--- config.mk ---
export PLATFORM = sky130hd
export DESIGN_NAME = dsw_top
export DESIGN_NICKNAME = d
export VERILOG_FILES = /design/src/dsw_pkg.sv /design/src/dsw_cond_det.sv /design/src/dsw_sync.sv /design/src/dsw_top.sv
export VERILOG_INCLUDE_DIRS = /design/src
export SDC_FILE = /design/constraint.sdc
export NUM_CORES = 1
export LEC_CHECK = 0
export BUFFER_PORTS_ARGS = -buffer_cell sky130_fd_sc_hd__clkbuf_2
export CORE_UTILIZATION = 59
export CTS_CLUSTER_SIZE = 12
export DETAILED_ROUTE_END_ITERATION = 10
export PLACE_DENSITY = 0.85
export SYNTH_ARGS = -nofsm -noshare
export SYNTH_HDL_FRONTEND = slang
export SYNTH_HIERARCHICAL = 1
export SYNTH_SLANG_ARGS = --single-unit
--- constraint.sdc ---
create_clock -name REF_CLK -period 1.9 [get_ports REF_CLK]
set_input_delay 0.095 -clock REF_CLK [delete_from_list [all_inputs] [get_ports REF_CLK]]
set_output_delay 0.095 -clock REF_CLK [all_outputs]
set_load 0.05 [all_outputs]
--- src/dsw_map.svh ---
/*
  Constants for the DAC two-wire write slave: addresses, command fields,
  data layout and reset values. Included by the design files by bare name.
*/
`ifndef DSW_MAP_SVH
`define DSW_MAP_SVH

// Slave address parts
`define DSW_ADDR_HI_MAIN 4'h4
`define DSW_ADDR_HI_ALT 4'h3
`define DSW_FIXED_ADDR0 7'h20
`define DSW_FIXED_ADDR1 7'h21
`define DSW_FIXED_ADDR2 7'h22
`define DSW_SYNC_ADDR 7'h7E
`define DSW_RW_WRITE 1'h0
`define DSW_QUICK_UPDATE 1'h1

// Address byte field positions
`define DSW_ADDR_MSB 7
`define DSW_ADDR_LSB 1
`define DSW_RW_BIT 0

// Command byte field positions
`define DSW_CMD_SYNC_BIT 0
`define DSW_CMD_SHDN_BIT 1
`define DSW_CMD_IREF_BIT 2
`define DSW_CMD_MSB 2

// Data layout
`define DSW_BYTE_BITS 4'h8
`define DSW_CODE_HI_MSB 1
`define DSW_CODE_WIDTH 10

// Reset values
`define DSW_CMD_RST 3'h0
`define DSW_CODE_RST 10'h000
`define DSW_BYTE_RST 8'h00
`define DSW_BITCNT_RST 4'h0
`define DSW_FLAG_RST 1'h0

// Open-drain data line only ever pulls to this level
`define DSW_SDA_PULL 1'h0

`endif

--- src/dsw_pkg.sv ---
/*
  Types for the DAC two-wire write slave: bus state and byte position.
  Assumes nothing of its surroundings.
*/
package dsw_pkg;

  typedef enum logic [3:0] {
    ST_IDLE = 4'b0001,
    ST_RECV = 4'b0010,
    ST_ACK  = 4'b0100,
    ST_SKIP = 4'b1000
  } dsw_state_e;

  typedef enum logic [4:0] {
    BY_ADDR  = 5'b00001,
    BY_CMD   = 5'b00010,
    BY_LO    = 5'b00100,
    BY_HI    = 5'b01000,
    BY_QUICK = 5'b10000
  } dsw_byte_e;

endpackage

--- src/dsw_cond_det.sv ---
/*
  Edge and bus-condition detector on synchronised clock and data lines.
  Assumes both inputs already come through a synchroniser.
*/
`timescale 1ns/1ps
module dsw_cond_det (
  input wire logic clk,
  input wire logic rst,
  input wire logic scl_s,
  input wire logic sda_s,
  output logic scl_rise,
  output logic scl_fall,
  output logic start_det,
  output logic stop_det
);
  logic scl_q;
  logic sda_q;

  // Idle bus is high on both lines
  always_ff @(posedge clk or posedge rst) begin
    if (rst) begin
      scl_q <= 1'b1;
      sda_q <= 1'b1;
    end else begin
      scl_q <= scl_s;
      sda_q <= sda_s;
    end
  end

  assign scl_rise = scl_s & ~scl_q;
  assign scl_fall = ~scl_s & scl_q;
  // Data edges only count while the clock stays high
  assign start_det = scl_s & scl_q & sda_q & ~sda_s;
  assign stop_det = scl_s & scl_q & ~sda_q & sda_s;
endmodule // dsw_cond_det

--- src/dsw_sync.sv ---
/*
  Two-flop synchroniser for a group of asynchronous levels.
  Assumes the inputs are quasi-static compared with the clock.
*/
`timescale 1ns/1ps
module dsw_sync #(
  parameter int W = 1,
  parameter logic [W-1:0] RST_VAL = '0
) (
  input wire logic clk,
  input wire logic rst,
  input wire logic [W-1:0] d,
  output logic [W-1:0] q
);
  logic [W-1:0] meta_q;

  if (W < 1) begin : g_bad_w
    $error("dsw_sync: width must be at least 1");
  end

  always_ff @(posedge clk or posedge rst) begin
    if (rst) begin
      meta_q <= RST_VAL;
      q <= RST_VAL;
    end else begin
      meta_q <= d;
      q <= meta_q;
    end
  end
endmodule // dsw_sync

--- src/dsw_top.sv ---
/*
  Write-only two-wire slave of a 10-bit DAC: address match, acknowledge,
  command and data input registers, output registers and shutdown.
  Assumes a bus master on SCL/SDA with external pull-ups; SDA is split into
  input, output and active-low output enable. REF_CLK is far faster than SCL.
*/
`timescale 1ns/1ps
`include "dsw_map.svh"
module dsw_top import dsw_pkg::*; #(
  parameter bit PIN_ADDR_EN = 1'b1,
  parameter logic [3:0] ADDR_UPPER = `DSW_ADDR_HI_MAIN,
  parameter logic [6:0] FIXED_ADDR = `DSW_FIXED_ADDR0
) (
  input wire logic REF_CLK,
  input wire logic RESET,
  input wire logic SCL,
  input wire logic SDA_IN,
  output logic SDA_OUT,
  output logic SDA_OE_N,
  input wire logic ADDR_SEL_BIT0,
  input wire logic ADDR_SEL_BIT1,
  input wire logic ADDR_SEL_BIT2,
  output logic [`DSW_CODE_WIDTH-1:0] DAC_CODE,
  output logic DAC_SHUTDOWN,
  output logic INTERNAL_REF_SELECT,
  output logic SYNC_UPDATE_MODE
);

  if (ADDR_UPPER != `DSW_ADDR_HI_MAIN && ADDR_UPPER != `DSW_ADDR_HI_ALT) begin : g_bad_upper
    $error("dsw_top: ADDR_UPPER must be one of the two supported nibbles");
  end
  if (FIXED_ADDR != `DSW_FIXED_ADDR0 && FIXED_ADDR != `DSW_FIXED_ADDR1 &&
      FIXED_ADDR != `DSW_FIXED_ADDR2) begin : g_bad_fixed
    $error("dsw_top: FIXED_ADDR must be one of the three supported addresses");
  end
  if (`DSW_CODE_WIDTH != `DSW_CODE_HI_MSB + 1 + `DSW_BYTE_BITS) begin : g_bad_width
    $error("dsw_top: code width must match the two data bytes");
  end

  logic scl_s;
  logic sda_s;
  logic [2:0] addr_pins_s;
  logic scl_rise;
  logic scl_fall;
  logic start_det;
  logic stop_det;

  dsw_state_e state_q;
  dsw_byte_e byte_q;
  logic [3:0] bit_cnt_q;
  logic [7:0] shift_q;
  logic [`DSW_CMD_MSB:0] cmd_q;
  logic [7:0] lo_hold_q;
  logic [`DSW_CODE_WIDTH-1:0] in_code_q;
  logic [`DSW_CODE_WIDTH-1:0] out_code_q;
  logic ref_q;
  logic shdn_q;

  logic byte_done;
  logic ack_end;
  logic ack_rise;
  logic addr_is_slave;
  logic addr_is_sync;
  logic quick_update;
  logic quick_clear;
  logic stop_update;
  logic cmd_take;
  logic lo_take;
  logic hi_take;
  logic quick_take;

  // Link lines and address straps are asynchronous to REF_CLK
  dsw_sync #(
    .W(2),
    .RST_VAL(2'b11)
  ) u_sync_bus (
    .clk(REF_CLK),
    .rst(RESET),
    .d({SCL, SDA_IN}),
    .q({scl_s, sda_s})
  );

  dsw_sync #(
    .W(3),
    .RST_VAL(3'b000)
  ) u_sync_pins (
    .clk(REF_CLK),
    .rst(RESET),
    .d({ADDR_SEL_BIT2, ADDR_SEL_BIT1, ADDR_SEL_BIT0}),
    .q(addr_pins_s)
  );

  dsw_cond_det u_cond (
    .clk(REF_CLK),
    .rst(RESET),
    .scl_s(scl_s),
    .sda_s(sda_s),
    .scl_rise(scl_rise),
    .scl_fall(scl_fall),
    .start_det(start_det),
    .stop_det(stop_det)
  );

  // Own slave address for this build
  function automatic logic match_slave(input logic [6:0] a, input logic [2:0] pins);
    logic [6:0] own;
    own = PIN_ADDR_EN ? {ADDR_UPPER, pins} : FIXED_ADDR;
    match_slave = (a == own);
  endfunction

  // Acknowledge clock rise seen while the given byte is the current one
  function automatic logic ack_rise_of(input logic rise, input dsw_byte_e cur,
                                       input dsw_byte_e want);
    ack_rise_of = rise && (cur == want);
  endfunction

  assign addr_is_slave = match_slave(shift_q[`DSW_ADDR_MSB:`DSW_ADDR_LSB], addr_pins_s) &&
                         (shift_q[`DSW_RW_BIT] == `DSW_RW_WRITE);
  assign addr_is_sync = (shift_q[`DSW_ADDR_MSB:`DSW_ADDR_LSB] == `DSW_SYNC_ADDR);

  assign byte_done = (state_q == ST_RECV) && (bit_cnt_q == `DSW_BYTE_BITS) && scl_fall;
  assign ack_rise = (state_q == ST_ACK) && scl_rise;
  assign ack_end = (state_q == ST_ACK) && scl_fall;

  // Latching points of the input registers
  assign cmd_take = ack_rise_of(ack_rise, byte_q, BY_CMD);
  assign lo_take = ack_rise_of(ack_rise, byte_q, BY_LO);
  assign hi_take = ack_rise_of(ack_rise, byte_q, BY_HI);
  assign quick_take = ack_rise_of(ack_rise, byte_q, BY_QUICK);

  // Sync quick command acts on the acknowledge clock rise
  assign quick_update = quick_take && (shift_q[`DSW_RW_BIT] == `DSW_QUICK_UPDATE) &&
                        cmd_q[`DSW_CMD_SYNC_BIT];
  assign quick_clear = quick_take && (shift_q[`DSW_RW_BIT] != `DSW_QUICK_UPDATE);
  assign stop_update = stop_det && !cmd_q[`DSW_CMD_SYNC_BIT];

  // Bus state; START always restarts, STOP always ends
  always_ff @(posedge REF_CLK or posedge RESET) begin
    if (RESET) begin
      state_q <= ST_IDLE;
    end else if (start_det) begin
      state_q <= ST_RECV;
    end else if (stop_det) begin
      state_q <= ST_IDLE;
    end else begin
      case (state_q)
        ST_IDLE: begin
          state_q <= ST_IDLE;
        end
        ST_RECV: begin
          if (byte_done) begin
            if (byte_q != BY_ADDR || addr_is_slave || addr_is_sync) begin
              state_q <= ST_ACK;
            end else begin
              state_q <= ST_SKIP;
            end
          end
        end
        ST_ACK: begin
          if (ack_end) begin
            if (byte_q == BY_HI || byte_q == BY_QUICK) begin
              state_q <= ST_SKIP;
            end else begin
              state_q <= ST_RECV;
            end
          end
        end
        ST_SKIP: begin
          state_q <= ST_SKIP;
        end
        default: begin
          state_q <= ST_IDLE;
        end
      endcase
    end
  end

  // Byte position within the transfer
  always_ff @(posedge REF_CLK or posedge RESET) begin
    if (RESET) begin
      byte_q <= BY_ADDR;
    end else if (start_det) begin
      byte_q <= BY_ADDR;
    end else if (byte_done && byte_q == BY_ADDR && !addr_is_slave && addr_is_sync) begin
      byte_q <= BY_QUICK;
    end else if (ack_end) begin
      case (byte_q)
        BY_ADDR: byte_q <= BY_CMD;
        BY_CMD: byte_q <= BY_LO;
        BY_LO: byte_q <= BY_HI;
        default: byte_q <= byte_q;
      endcase
    end
  end

  // Bit counter and receive shifter
  always_ff @(posedge REF_CLK or posedge RESET) begin
    if (RESET) begin
      bit_cnt_q <= `DSW_BITCNT_RST;
      shift_q <= `DSW_BYTE_RST;
    end else if (start_det || ack_end) begin
      bit_cnt_q <= `DSW_BITCNT_RST;
    end else if (state_q == ST_RECV && scl_rise && bit_cnt_q != `DSW_BYTE_BITS) begin
      shift_q <= {shift_q[6:0], sda_s};
      bit_cnt_q <= bit_cnt_q + 4'h1;
    end
  end

  // Command input register, latched only on its own acknowledge
  always_ff @(posedge REF_CLK or posedge RESET) begin
    if (RESET) begin
      cmd_q <= `DSW_CMD_RST;
    end else if (quick_clear) begin
      cmd_q <= `DSW_CMD_RST;
    end else if (cmd_take) begin
      // Upper command bits are dropped here
      cmd_q <= shift_q[`DSW_CMD_MSB:0];
    end
  end

  // Data input registers; low byte held until high byte acknowledged
  always_ff @(posedge REF_CLK or posedge RESET) begin
    if (RESET) begin
      lo_hold_q <= `DSW_BYTE_RST;
    end else if (quick_clear) begin
      lo_hold_q <= `DSW_BYTE_RST;
    end else if (lo_take) begin
      lo_hold_q <= shift_q;
    end
  end

  always_ff @(posedge REF_CLK or posedge RESET) begin
    if (RESET) begin
      in_code_q <= `DSW_CODE_RST;
    end else if (quick_clear) begin
      in_code_q <= `DSW_CODE_RST;
    end else if (hi_take) begin
      // Both bytes commit together, so a broken word leaves no trace
      in_code_q <= {shift_q[`DSW_CODE_HI_MSB:0], lo_hold_q};
    end
  end

  // Output registers: STOP in normal mode, sync acknowledge in sync mode
  always_ff @(posedge REF_CLK or posedge RESET) begin
    if (RESET) begin
      out_code_q <= `DSW_CODE_RST;
      ref_q <= `DSW_FLAG_RST;
    end else if (quick_clear) begin
      out_code_q <= `DSW_CODE_RST;
      ref_q <= `DSW_FLAG_RST;
    end else if (stop_update || quick_update) begin
      out_code_q <= in_code_q;
      ref_q <= cmd_q[`DSW_CMD_IREF_BIT];
    end
  end

  // Shutdown follows the command at STOP; a sync clear acknowledge resets it
  always_ff @(posedge REF_CLK or posedge RESET) begin
    if (RESET) begin
      shdn_q <= `DSW_FLAG_RST;
    end else if (quick_clear) begin
      shdn_q <= `DSW_FLAG_RST;
    end else if (stop_det) begin
      shdn_q <= cmd_q[`DSW_CMD_SHDN_BIT];
    end
  end

  // Open drain: only ever pulls low, and only in the acknowledge slot
  assign SDA_OUT = `DSW_SDA_PULL;
  assign SDA_OE_N = (state_q != ST_ACK);

  assign DAC_CODE = out_code_q;
  assign DAC_SHUTDOWN = shdn_q;
  assign INTERNAL_REF_SELECT = ref_q;
  assign SYNC_UPDATE_MODE = cmd_q[`DSW_CMD_SYNC_BIT];

endmodule // dsw_top

==> results.tsv, run 1 <==
metric	value	unit
run status	finished clean	
clk slew on worst S/H paths	0.08	ns
Longest Clk Path Bufs	2	
endpoint class of the critical path	register	
Post-Syn Instances	264	
Setup CP Type	register to register	
Worst Skew	0.00882	ns
all-layer global routing usage	24.2	%
RePlAce Congestion	0.897	
Worst path slowest cell	dfrtp_1	
worst hold slack	0.228	ns
CTS sink cnt	66	
Avg Cell Area, Syn	11.1	µm²
total vias in the final route	2107	
TritonRoute pass-1 iters	4	
H-tree depth	3	
Leak	1.79	nW
Vias/cell	5.54	
largest net degree at the start of global routing	43	
Synth cell types	46	
CP Launch Type	register	
Port Buffers	20	
initial antenna violation count	0	
DPL Wire Length	3960	µm
Post-synth EDFFs	0	
Crit Path Max Fanout	8	
Die W	72.6	µm
Seq cells post-synth	66	
Post-Syn Area	0.00294	mm²
power consumption	2.95	mW
CTS tree	done	
Power per Cell Area	839	mW/mm²
commonest non-fill, non-tap cell in the layout	dfrtp_1	
Final Hold Vio Count	0	
count of warnings emitted by yosys	6	
Clock Latency Late Sink	0.34	ns
final net count	317	
Die Height	72.6	µm
Core Region	0.00475	mm²
worst hold path type	primary input to asynchronous set/reset pin	
FMAX	551	MHz
CP cell instances	nor4b_4 -> nand3_1 -> nor2_4 -> mux2_2	
VDD IR-drop max	0.531	mV
WP data arrival	2.04	ns
RSZ-0062 raised after global routing	false	
Setup violations, final	0	
num rows	25	
ant diodes	0	
CTS Root Cell	clkbuf_8	
vias in the first global route	1995	
area delta synth->final	19.4	%
Final Max Tran Viols	0	
slowest cell delay on critical path	0.47	ns
Min Clock Period, post-route	1.82	ns
initial core utilization	61.9	%
sequential fraction of the synthesis area	56.5	%
Remaining Overflow, GRT	0	
die area	0.00527	mm²
Post-synth top flop	dfrtp_1	
layout cells sized above 1	24.9	%
CP required	2.12	ns
first-pass GRT wire length	9430	µm
wire per inst	15.2	µm
Setup TNS	0	ns
Routed Antenna Nets	0	
DRT iter0 DRCs	159	
share of flip-flops with an asynchronous set or reset	100	%
Inserted Clock Buffers	9	
syn_nets	273	
# IOs	22	
most frequent cells in the layout	58 x dfrtp_1, 33 x nor2_1, 23 x nand2_1, 22 x mux2i_1, 20 x clkbuf_2	
final WL	5770	µm
Post-route DRC	0	
max_cap viols	0	
Final Cycle Share	95.6	%
==> final cells by class <==
cell class              instances  area [µm²]
inverters                      11        41.3
fillers                       341        1240
well taps                      67        83.8
flip-flops and latches         66        1660
clock inverters                 6        90.1
multi-input cells             176        1190
clock buffers                  10         128
repair buffers                 44         320
==> Yosys cell counts (2+ instances only) <==
library cell  number  area, µm²
nand4_1            5       31.3
and4b_1            2       20.0
buf_4              2       15.0
nor2b_1           10       62.6
buf_2              3       15.0
xnor2_1            5       43.8
a311oi_1           2       17.5
nand3_1            5       25.0
nand4b_1           2       17.5
nand2_1           23       86.3
dfstp_2            8        210
ha_1               2       25.0
mux2_2             8       90.1
xor2_1             3       26.3
nand2b_1           2       12.5
mux2i_1           22        220
dfrtp_1           58       1450
inv_1             11       41.3
nor4b_4            2       47.6
clkbuf_1           6       22.5
nor3_1             4       20.0
and2_1             2       12.5
a41oi_1            2       17.5
o21ai_0           14       70.1
nor2_1            33        124
a21oi_1            8       40.0
==> logic make-up (layout without fill, tap and decap cells) <==
logic type	count (synthesis)	after routing	synth area share (%)
AO/OA/AOI/OAI	35	35	7.74
buffers and inverters	22	71	3.19
flip-flops	66	66	56.5
AND/OR/NAND/NOR	100	100	18.7
XOR/XNOR	8	8	2.38
multiplexers	30	30	10.5
adder cells (fa/ha/maj)	2	2	0.850
other	1	1	0.127
==> where the power goes <==
group	internal, mW	switching, mW
logic	0.0781	0.0959
clock network	0.743	0.549
registers	1.44	0.0379
total	2.27	0.683
==> sequential cells by signal, indices dropped and copies added (netlist names), 4 cells and up <==
signal	count
lo_hold_q	8
state_q	4
bit_cnt_q	4
byte_q	5
shift_q	8
DAC_CODE	10
in_code_q	10
==> per-layer routing <==
| metal | vias to the layer above | wire length [µm] | GRT usage (%) |
|---|---|---|---|
| li1 | 1006 | - | - |
| met1 | 1042 | 2660 | 32.1 |
| met2 | 52 | 2810 | 38.7 |
| met3 | 7 | 224 | 6.77 |
| met4 | 0 | 66 | 7.84 |
| met5 | - | 0 | 0 |
==> worst max-delay path: cells and delay by family (launching register included) <==
| family | cells | cell delay (ns) |
|---|---|---|
| mux | 1 | 0.37 |
| flops | 1 | 0.47 |
| simple gates | 3 | 0.85 |
==> through the flow <==
| step | util, % | instances | instance area, µm² | worst slack [ns] |
|---|---|---|---|---|
| 2_1_floorplan | - | 264 | 2940 | 0.120 |
| 3_3_place_gp | 67.9 | 357 | 3230 | 0.152 |
| 3_5_place_dp | 67.9 | 357 | 3230 | 0.0939 |
| 4_1_cts | 73.9 | 380 | 3510 | 0.0815 |
| 5_1_grt | 73.9 | 380 | 3510 | 0.00642 |
| 6_report | 73.9 | 380 | 3510 | 0.0836 |
==> path summary, 6_finish.rpt <==
check | start | to | slack [ns] | depth (start not counted)
max | state_q[2] | shift_q[0] | 0.08 | 4
max reg2reg | state_q[2] | shift_q[0] | 0.08 | 4
min | RESET | u_sync_pins/q[1] | 0.23 | 3
max in group asynchronous | RESET | lo_hold_q[5] | 1.10 | 4
min reg2reg | u_sync_pins/meta_q[1] | u_sync_pins/q[1] | 0.35 | 0
min in group REF_CLK | u_sync_pins/meta_q[1] | u_sync_pins/q[1] | 0.35 | 0
==> what timing repair did <==
item,4_1_cts,5_1_grt
resized for setup,0,1
setup buffers,1,0
hold buffers,6,0
setup endpoints to repair,1,25
hold endpoints to repair,27,0
pin swaps,1,0
Note: power is estimated with default switching activity, not from simulation.
==> run 2, diff against run 1 <==
--- a/config.mk
+++ b/config.mk
@@ -13,2 +13,3 @@
 export PLACE_DENSITY = 0.85
+export REMOVE_ABC_BUFFERS = 1
 export SYNTH_ARGS = -nofsm -noshare
--- a/constraint.sdc
+++ b/constraint.sdc
@@ -3,2 +3,2 @@
 set_output_delay 0.095 -clock REF_CLK [all_outputs]
-set_load 0.05 [all_outputs]
+set_load 0.01 [all_outputs]
==> run 2 against run 1 <==
Against the previous run:
- sequential power about the same
- worst setup slack better by 0.0044 ns
- die area unchanged
- clock skew down 0.0027 ns
- highest routed layer unchanged
==> results.tsv, run 2 (synthesis results as in run 1) <==
metric	value	unit
run status	finished clean	
power consumption	3.01	mW
Reg2Reg Setup Slack	0.09	ns
Worst path slowest cell	dfrtp_2	
initial core utilization	61.9	%
CTS Root Cell	clkbuf_8	
Worst-Margin Slew	0.540	ns
Die W	72.6	µm
largest net degree at the start of global routing	26	
num rows	25	
Final Cycle Share	95.4	%
FMAX	552	MHz
Longest Clk Path Bufs	2	
worst reg-to-reg path cell count	4	
layout cells sized above 1	27.2	%
Min Clock Period, post-route	1.81	ns
initial antenna violation count	0	
max_cap viols	0	
# IOs	22	
number of instances in the placed design	360	
Leak	1.81	nW
WP depth	4	
slew margin rel.	63.9	%
CP Launch Type	register	
Clock Latency Late Sink	0.35	ns
Routed Antenna Nets	0	
area delta synth->final	21.0	%
CTS tree	done	
Final WS setup	0.0879	ns
Worst Skew	0.00613	ns
Crit Path Max Fanout	8	
Post-DP Area	0.00324	mm²
Final Instance Count excl. Fillers	383	
Final Max Tran Viols	0	
DRT iter0 DRCs	169	
first-pass GRT wire length	10200	µm
Setup violations, final	0	
Inserted Clock Buffers	9	
total vias in the final route	2169	
CTS sink cnt	66	
CP delay by family, top	simple AND/OR/NAND/NOR gates	
final WL	6110	µm
Setup CP Type	register to register	
worst hold slack	0.232	ns
commonest non-fill, non-tap cell in the layout	dfrtp_1	
all-layer global routing usage	26.7	%
Die Height	72.6	µm
die area	0.00527	mm²
CP required	2.13	ns
clk slew on worst S/H paths	0.07	ns
R2R Path End	shift_q[7]	
RePlAce Congestion	0.829	
worst setup path endpoint	shift_q[7]	
critical path launch point	state_q[2]	
vias in the first global route	2105	
CP cell instances	nor4b_4 -> nand3_2 -> nor2_4 -> mux2_2	
wire per inst	16.0	µm
final net count	320	
post-placement setup slack	0.0736	ns
Setup TNS	0	ns
Vias/cell	5.66	
Remaining Overflow, GRT	0	
VDD IR-drop max	0.669	mV
Final Util	74.9	%
Final Hold Vio Count	0	
Power per Cell Area	846	mW/mm²
Core Region	0.00475	mm²
most frequent cells in the layout	56 x dfrtp_1, 33 x nor2_1, 23 x nand2_1, 22 x mux2i_1	
Post-route DRC	0	
endpoint class of the critical path	register	
Port Buffers	20	
slowest cell delay on critical path	0.46	ns
TritonRoute pass-1 iters	5	
DPL Wire Length	4160	µm
WP buf/inv	0	
WP data arrival	2.04	ns
# fillers	317	
worst hold path type	primary input to asynchronous set/reset pin	
ant diodes	0	
Worst R2R Start	state_q[2]	
Finished Cell Area	0.00356	mm²
H-tree depth	3	
[run 2: final cells by class]
type	instances	area (µm²)	area share, %
multi-input combinational	176	1210	34.0
inverter	11	41.3	1.16
clock inverter	4	73.8	2.07
tap	67	83.8	2.35
clock buffer	12	155	4.36
timing repair buffer	47	330	9.28
sequential	66	1660	46.7
[run 2: metal layers]
metal,part of all wire (%),GRT usage [%]
met4,2.3,15.7
met5,0,0
met3,3.9,5.94
met1,45,34.6
met2,49,41.6
[run 2: how the worst min path moves through the flow]
| stage | end | slack, ns | depth (start not counted) |
|---|---|---|---|
| global route | u_sync_pins/meta_q[0] | 0.28 | 3 |
| detailed placement | u_sync_pins/meta_q[1] | 0.05 | 2 |
| floorplan | u_sync_pins/meta_q[0] | -0.11 | 1 |
| global placement | u_sync_pins/meta_q[1] | 0.04 | 2 |
| finish | u_sync_pins/meta_q[1] | 0.23 | 3 |
| CTS | u_sync_pins/meta_q[1] | 0.22 | 3 |
[run 2: worst reg2reg max path: cells and delay by family (launching register included)]
kind / cells / cell delay, ns
flops: 1 / 0.46
simple gates: 3 / 0.86
mux: 1 / 0.37
[run 2: power by group]
part / leakage, nW / internal, mW / switching (mW)
Clock: 0.117 / 0.811 / 0.535
Sequential: 0.877 / 1.45 / 0.0423
Combinational: 0.816 / 0.0823 / 0.0948
[run 2: repair_timing]
action                                  CTS  global route
hold endpoints to repair                 38             0
endpoints found under the setup margin    0            38
gates resized for setup                   0             8
buffers inserted                          0             1
hold buffers                              6             0
